==> src/design/sscl_pkg.sv <==
// Shared constants and types for the serial switch control latch.
// Assumes one core clock; all pins arrive asynchronously.
package sscl_pkg;

  // Channel count and shift register width
  localparam int unsigned NUM_SW     = 8;
  // Index of the last stage, driven onto the serial output
  localparam int unsigned LAST_STAGE = 7;
  // Event buffer depth and width
  localparam int unsigned EVT_DEPTH  = 4;
  localparam int unsigned EVT_WIDTH  = 3;

  // Reset values
  localparam logic [7:0] SR_RESET    = 8'h00;
  localparam logic [7:0] LATCH_RESET = 8'h00;
  localparam logic [7:0] SW_OPEN     = 8'h00;
  localparam logic [3:0] SYNC_RESET  = 4'h0;

  // Synchroniser lane positions
  localparam int unsigned LANE_DATA  = 0;
  localparam int unsigned LANE_CLK   = 1;
  localparam int unsigned LANE_LOAD  = 2;
  localparam int unsigned LANE_CLEAR = 3;

  // One pin event: optional shift plus the strobe level after it
  typedef struct packed {
    logic shift;      // A shift clock rising edge occurred
    logic data_bit;   // Serial data sampled with that edge
    logic load_n;     // Latch load strobe level after the event
  } sscl_evt_t;

  // Entire state of the top module
  typedef struct packed {
    logic [3:0] sync1;      // First synchroniser stage
    logic [3:0] sync2;      // Second synchroniser stage
    logic       clk_prev;   // Previous synchronised shift clock
    logic       load_prev;  // Previous synchronised load strobe
    logic [7:0] shreg;      // Serial shift register
    logic [7:0] latch;      // Switch latch
    logic       load_n;     // Strobe level as applied to the latch
    logic [7:0] sw;         // Switch drive, 1 closes
    logic       sout;       // Serial output
    logic       ready;      // Event buffer could take an event
  } sscl_state_t;

endpackage : sscl_pkg

==> src/design/sscl_top.sv <==
// Serial switch control latch: shift register, latch, clear, chaining output,
// plus a small event buffer. Assumes pins are asynchronous to i_core_clk and
// that the shift clock runs well below the core clock.
`timescale 1ns/1ps

// Small synchronous FIFO with valid/ready on both sides
module sscl_fifo #(
  parameter int unsigned WIDTH = 3,
  parameter int unsigned DEPTH = 4
) (
  input  wire logic             i_clk,
  input  wire logic             i_reset_n,
  input  wire logic             i_clk_en,
  input  wire logic             i_in_valid,
  output logic                  o_in_ready,
  input  wire logic [WIDTH-1:0] i_in_data,
  output logic                  o_out_valid,
  input  wire logic             i_out_ready,
  output logic [WIDTH-1:0]      o_out_data
);
  localparam int unsigned AW = $clog2(DEPTH);

  logic [WIDTH-1:0] mem_q [DEPTH];   // Storage
  logic [AW-1:0]    wr_q;            // Write pointer
  logic [AW-1:0]    rd_q;            // Read pointer
  logic [AW:0]      cnt_q;           // Fill level
  logic             push;
  logic             pop;

  // Honest flags from the fill level; room while below full depth
  assign o_in_ready  = (cnt_q < (AW+1)'(DEPTH));
  assign o_out_valid = (cnt_q != '0);
  assign o_out_data  = mem_q[rd_q];
  assign push        = i_in_valid && o_in_ready;
  assign pop         = o_out_valid && i_out_ready;

  // Pointers and level
  always_ff @(posedge i_clk)
  begin
    if (!i_reset_n)
    begin
      wr_q  <= '0;
      rd_q  <= '0;
      cnt_q <= '0;
    end
    else if (i_clk_en)
    begin
      if (push)
        wr_q <= (wr_q == AW'(DEPTH - 1)) ? '0 : wr_q + 1'b1;
      if (pop)
        rd_q <= (rd_q == AW'(DEPTH - 1)) ? '0 : rd_q + 1'b1;
      // Simultaneous push and pop leave the level alone
      if (push && !pop)
        cnt_q <= cnt_q + 1'b1;
      else if (pop && !push)
        cnt_q <= cnt_q - 1'b1;
    end
  end

  // Storage has no reset; empty slots are never read out
  always_ff @(posedge i_clk)
  begin
    if (i_clk_en && push)
      mem_q[wr_q] <= i_in_data;
  end

endmodule : sscl_fifo

// What this block does
// - Eight-stage shift register, one bit per clock
// - Shift only on shift clock rising edge
// - Latch transparent while load strobe low
// - Latch freezes at load strobe rising edge
// - Shifting leaves switches alone while strobe high
// - Serial output mirrors last stage
// - Clear overrides the latch at the switch outputs, opens all switches
// - Each switch follows its own bit only
module sscl_top (
  input  wire logic       i_core_clk,
  input  wire logic       i_reset_n,
  input  wire logic       i_clk_en,
  input  wire logic       i_serial_data,
  input  wire logic       i_shift_clk,
  input  wire logic       i_latch_load_n,
  input  wire logic       i_clear_all_input,
  output logic      [7:0] o_switch,
  output logic            o_serial_out,
  output logic            o_evt_ready
);

  sscl_pkg::sscl_state_t s_q;        // Registered state
  sscl_pkg::sscl_state_t s_d;        // Next state
  sscl_pkg::sscl_evt_t   evt_in;     // Event from the pins
  sscl_pkg::sscl_evt_t   evt_out;    // Event leaving the buffer
  logic                  evt_valid;  // A pin event this cycle
  logic                  in_ready;   // Buffer has room
  logic                  out_valid;  // Buffer holds an event
  logic                  out_ready;  // Drain side takes it
  logic                  clk_rise;   // Shift clock rising edge
  logic                  load_chg;   // Strobe level changed
  logic                  clearing;   // Synchronised clear

  // Edge detection reads only the second synchroniser stage
  assign clk_rise  = s_q.sync2[sscl_pkg::LANE_CLK] && !s_q.clk_prev;
  assign load_chg  = s_q.sync2[sscl_pkg::LANE_LOAD] != s_q.load_prev;
  assign clearing  = s_q.sync2[sscl_pkg::LANE_CLEAR];
  assign evt_valid = clk_rise || load_chg;
  // While clear holds, the drain stalls so events queue up behind it
  assign out_ready = !clearing;

  // Pack an event: shift first, then the new strobe level
  always_comb
  begin
    evt_in.shift    = clk_rise;
    evt_in.data_bit = s_q.sync2[sscl_pkg::LANE_DATA];
    evt_in.load_n   = s_q.sync2[sscl_pkg::LANE_LOAD];
  end

  // Keeps pin events in order between edge detection and the register
  sscl_fifo #(
    .WIDTH (sscl_pkg::EVT_WIDTH),
    .DEPTH (sscl_pkg::EVT_DEPTH)
  ) u_evt_fifo (
    .i_clk       (i_core_clk),
    .i_reset_n   (i_reset_n),
    .i_clk_en    (i_clk_en),
    .i_in_valid  (evt_valid),
    .o_in_ready  (in_ready),
    .i_in_data   (evt_in),
    .o_out_valid (out_valid),
    .i_out_ready (out_ready),
    .o_out_data  (evt_out)
  );

  // Next state
  always_comb
  begin
    s_d           = s_q;
    s_d.sync1     = {i_clear_all_input, i_latch_load_n, i_shift_clk, i_serial_data};
    s_d.sync2     = s_q.sync1;
    s_d.clk_prev  = s_q.sync2[sscl_pkg::LANE_CLK];
    s_d.load_prev = s_q.sync2[sscl_pkg::LANE_LOAD];
    s_d.ready     = in_ready;
    // Apply one buffered event
    if (out_valid && out_ready)
    begin
      if (evt_out.shift)
        s_d.shreg = {s_q.shreg[6:0], evt_out.data_bit};
      s_d.load_n = evt_out.load_n;
    end
    if (!s_d.load_n)
      s_d.latch = s_d.shreg;
    s_d.sw   = clearing ? sscl_pkg::SW_OPEN : s_d.latch;
    s_d.sout = s_d.shreg[sscl_pkg::LAST_STAGE];
  end

  // State register
  always_ff @(posedge i_core_clk)
  begin
    if (!i_reset_n)
    begin
      s_q       <= '0;
      s_q.shreg <= sscl_pkg::SR_RESET;
      s_q.latch <= sscl_pkg::LATCH_RESET;
      s_q.sw    <= sscl_pkg::SW_OPEN;
      s_q.sync1 <= sscl_pkg::SYNC_RESET;
      s_q.sync2 <= sscl_pkg::SYNC_RESET;
    end
    else if (i_clk_en)
      s_q <= s_d;
  end

  assign o_switch     = s_q.sw;
  assign o_serial_out = s_q.sout;
  assign o_evt_ready  = s_q.ready;

  // Checks: hold strobe level applied to latch in step with state
  // clear opens all
  clear_opens_a : assert property (@(posedge i_core_clk) disable iff (!i_reset_n)
    ($past(i_clk_en) && $past(clearing)) |-> (o_switch == 8'h00))
    else $error("switches not open under clear");

  chain_out_a : assert property (@(posedge i_core_clk) disable iff (!i_reset_n)
    o_serial_out == s_q.shreg[7])
    else $error("serial output differs from last stage");

  latch_follow_a : assert property (@(posedge i_core_clk) disable iff (!i_reset_n)
    !s_q.load_n |-> (s_q.latch == s_q.shreg))
    else $error("latch not transparent");

  latch_hold_a : assert property (@(posedge i_core_clk) disable iff (!i_reset_n)
    ($past(s_q.load_n) && s_q.load_n) |-> $stable(s_q.latch))
    else $error("latch changed while strobe high");

  latch_freeze_a : assert property (@(posedge i_core_clk) disable iff (!i_reset_n)
    $rose(s_q.load_n) |-> (s_q.latch == $past(s_q.latch)))
    else $error("latch moved at strobe rise");

  shift_dir_a : assert property (@(posedge i_core_clk) disable iff (!i_reset_n)
    (i_clk_en && out_valid && out_ready && evt_out.shift)
      |=> (s_q.shreg[7:1] == $past(s_q.shreg[6:0])))
    else $error("shift direction wrong");

  shift_edge_a : assert property (@(posedge i_core_clk) disable iff (!i_reset_n)
    !(out_valid && out_ready && evt_out.shift) |=> $stable(s_q.shreg))
    else $error("shift without clock edge");

  switch_map_a : assert property (@(posedge i_core_clk) disable iff (!i_reset_n)
    (i_clk_en && !clearing) |=> (o_switch == s_q.latch))
    else $error("switch differs from latch");

endmodule : sscl_top

==> config.mk <==
export PLATFORM = sky130hd
export DESIGN_NAME = sscl_top
export DESIGN_NICKNAME = d
export VERILOG_FILES = /design/src/design/sscl_pkg.sv /design/src/design/sscl_top.sv
export SDC_FILE = /design/constraint.sdc
export NUM_CORES = 1
export LEC_CHECK = 0
export CORE_ASPECT_RATIO = 0.75
export CORE_MARGIN = 4
export CORE_UTILIZATION = 50
export CTS_BUF_LIST = sky130_fd_sc_hd__clkbuf_16
export DETAILED_ROUTE_END_ITERATION = 12
export DONT_BUFFER_PORTS = 1
export GPL_TIMING_DRIVEN = 0
export PLACE_DENSITY = 0.61
export SETUP_SLACK_MARGIN = 0.15
export SYNTH_ARGS = -nofsm -noshare
export SYNTH_HDL_FRONTEND = slang
export SYNTH_SLANG_ARGS = --single-unit
==> constraint.sdc <==
create_clock -name i_core_clk -period 2.3 [get_ports i_core_clk]
set_input_delay 0.69 -clock i_core_clk [delete_from_list [all_inputs] [get_ports i_core_clk]]
set_output_delay 0.69 -clock i_core_clk [all_outputs]
set_load 0.005 [all_outputs]
==> metrics <==
status=finished, final reports clean; antenna violations before repair=0; sequential-to-total area share from yosys stat=0.496; Initial Utilization=0.519; Die ar.=6300 um^2; Worst IR Drop VDD=approximately 0.00062 V; GR Util All Layers=0.184; syn avg cell area=10.2 um^2; largest delay contributor family on the critical path=multiplexers; CP Max Fanout=7; Worst R2R Setup Slack=0.25 ns; number of failing hold endpoints at the final stage=0; CTS tree=built; met1 usage=0.256; largest cells by area after synthesis=dfxtp_1, edfxtp_1, mux2i_1, nor2_1, a21oi_1; commonest cells in the netlist=dfxtp_1, nor2_1, mux2i_1, a21oi_1, nand2_1; Slew Limit Fails=0; CP max stage delay=0.57 ns; grt met2 use=0.257; Reg2Reg Depth=5; Cell Chain, Critical Path=mux4_2, or4b_1, clkbuf_2, o221ai_1, o31ai_1; Setup Crit Path Kind=reg2reg; row cnt=22; wire length of the first global-routing pass=8.97 mm; number of port buffers=0; power per cell area=1160 nW/um^2; Lkg Pwr=0.00115 uW; worst path bufs/invs=1; Stages on worst setup path=5; fin crit share=0.891; vias in the first global route=1819; Post-synth EDFFs=12; Area Overhead vs Synth=16.9%; clk slew on worst S/H paths=0.05 ns; post-synth cell types=42; asr flop ratio synth=0; Clock Skews=0.00424 ns; fillers=roughly 440; Max-Cap Viols=0; cell with the most instances after synthesis=dfxtp_1; WP data arrival=between 2 and 2.5 ns; minimum clock period after layout=2.05 ns; Core ar.=4900 um^2; CTS Sinks=57; cell area after synthesis=between 2000 and 3000 um^2; Inserted Diodes=0; GRT overflow=0; DR pass1 iterations=4; Mapped Nets=around 260; crit end category=flop; H-tree depth=3; normalized max-slew margin=0.552; Die Y=69.7 um; # hold bufs at CTS=0; CP required=2.50 ns; clock buffer depth=2; achievable frequency=approximately 0.49 GHz; Worst Setup EP=o_switch[3]; yosys warns=0; global placer's final weighted congestion=0.757; setup TNS=0 ns; dpl hpwl=3.74 mm; unrepaired setup endpoints after global routing=no; largest net degree at the start of global routing=11; Synth area leader=dfxtp_1; CTS Root Cell=clkbuf_16; routed wire length=5.46 mm; final core utilization=0.606; Final ANT Viol Nets=0; nets@finish=~280; worst skew pair latency=0.32 ns; most common flop cell mapped by yosys=dfxtp_1; Vias=1850; Worst path slowest cell=mux4_2; DRC=0; Worst Hold Slack=0.452 ns; Ports=17; grt met3 use=0.0803; initial drt markers=105; Slew @ Worst Pin=between 0.6 and 0.7 ns; share of layout cells above drive strength 1=0.165; Cells after Synth=250; R2R Path End=o_switch[3]; Synth top area share=0.355; Die W=90.3 um; DR vias/cell=5.66; Hold Path Class=reg2reg; final setup fails=0; most used routing layer=met2; Final Power=approximately 3400 uW; Routed wire per std cell=~17 um; #FFs+latches synth=57; Startpoint Class=flop; number of CTS-inserted buffers=9
## stage by stage
step	worst slack (ns)	instance area (um^2)	instances
2_1_floorplan	0.273	2540	250
3_5_place_dp	0.0926	2620	310
5_1_grt	0.145	2970	327
6_report	0.250	2970	327
3_3_place_gp	0.133	2620	310
4_1_cts	0.169	2910	326
## placed cells by master, fill, tap and decap left out, types with 2 or more instances in the layout
cell / instances
dfxtp_1: 41
nand2b_1: 2
dfxtp_2: 3
and3_1: 3
clkinvlp_4: 2
a211oi_1: 8
a31oi_1: 8
clkbuf_1: 8
mux2i_1: 23
nor2_1: 29
nand2_1: 15
buf_2: 3
inv_1: 5
clkbuf_16: 9
a21oi_1: 16
edfxtp_1: 12
buf_1: 2
nand3_1: 8
buf_4: 9
ha_1: 5
clkinv_1: 5
xnor2_1: 2
o31ai_1: 7
a21o_1: 2
and2_1: 4
o221ai_1: 6
mux4_2: 2
## worst min path at each step
stage / startpoint / to / cells after the start
finish: o_switch[2] / o_switch[2] / 2
global placement: o_switch[5] / o_switch[5] / 2
global route: o_switch[6] / o_switch[6] / 2
detailed placement: o_switch[2] / o_switch[2] / 2
CTS: o_switch[2] / o_switch[2] / 2
floorplan: o_switch[1] / o_switch[1] / 2
## tightest hold or removal path: cells and delay by family (launching register included)
kind             cells  cell delay [ns]
flip-flops           1             0.32
AND/OR/NAND/NOR      1             0.05
AO/OA/AOI/OAI        1             0.05
## report_power, final
group,internal [uW],switching (uW),total (uW),leakage (uW)
Clock,822,434,1260,0.000134
Sequential,1170,103,1280,0.000480
Combinational,418,487,906,0.000536
## state kept, by name (all words and copies together), names as in the netlist, 2 cells and up, named ones only
register / cells
s_d: 5
o_switch: 8
u_evt_fifo.rd_q: 2
evt_in: 2
u_evt_fifo.cnt_q: 3
u_evt_fifo.mem_q: 12
s_q: 19
u_evt_fifo.wr_q: 2
## area by class of cell
cell class                 count  area (um^2)  share of cell area
sequential                    57         1270               0.427
multi-input combinational    163         1180               0.397
clock buffer                   9          225              0.0758
buffer                        23          129              0.0434
tap                           60         75.1              0.0253
clock inverter                 7         61.3              0.0206
inverter                       7         26.3             0.00884
timing repair buffer           1         7.51             0.00253
## kinds of logic after synthesis
group | synth area share
flops | 0.496
simple gates | 0.129
fa+ha+maj | 0.0374
compound gates | 0.147
mux | 0.119
xor+xnor | 0.0138
buf+inv | 0.0581
## timing repair
action,4_1_cts,5_1_grt
gates resized for setup,5,14
pin swaps,0,2
buffers inserted,0,1
endpoints found under the setup margin,1,11
endpoints found under the hold margin,0,0
## metal layers
layer / up-vias / part of all wire
met5: - / 0
met4: 0 / 0.012
met3: 8 / 0.075
met2: 48 / 0.42
met1: 875 / 0.49
li1: 919 / -
Power figures use the tool's default switching activity.
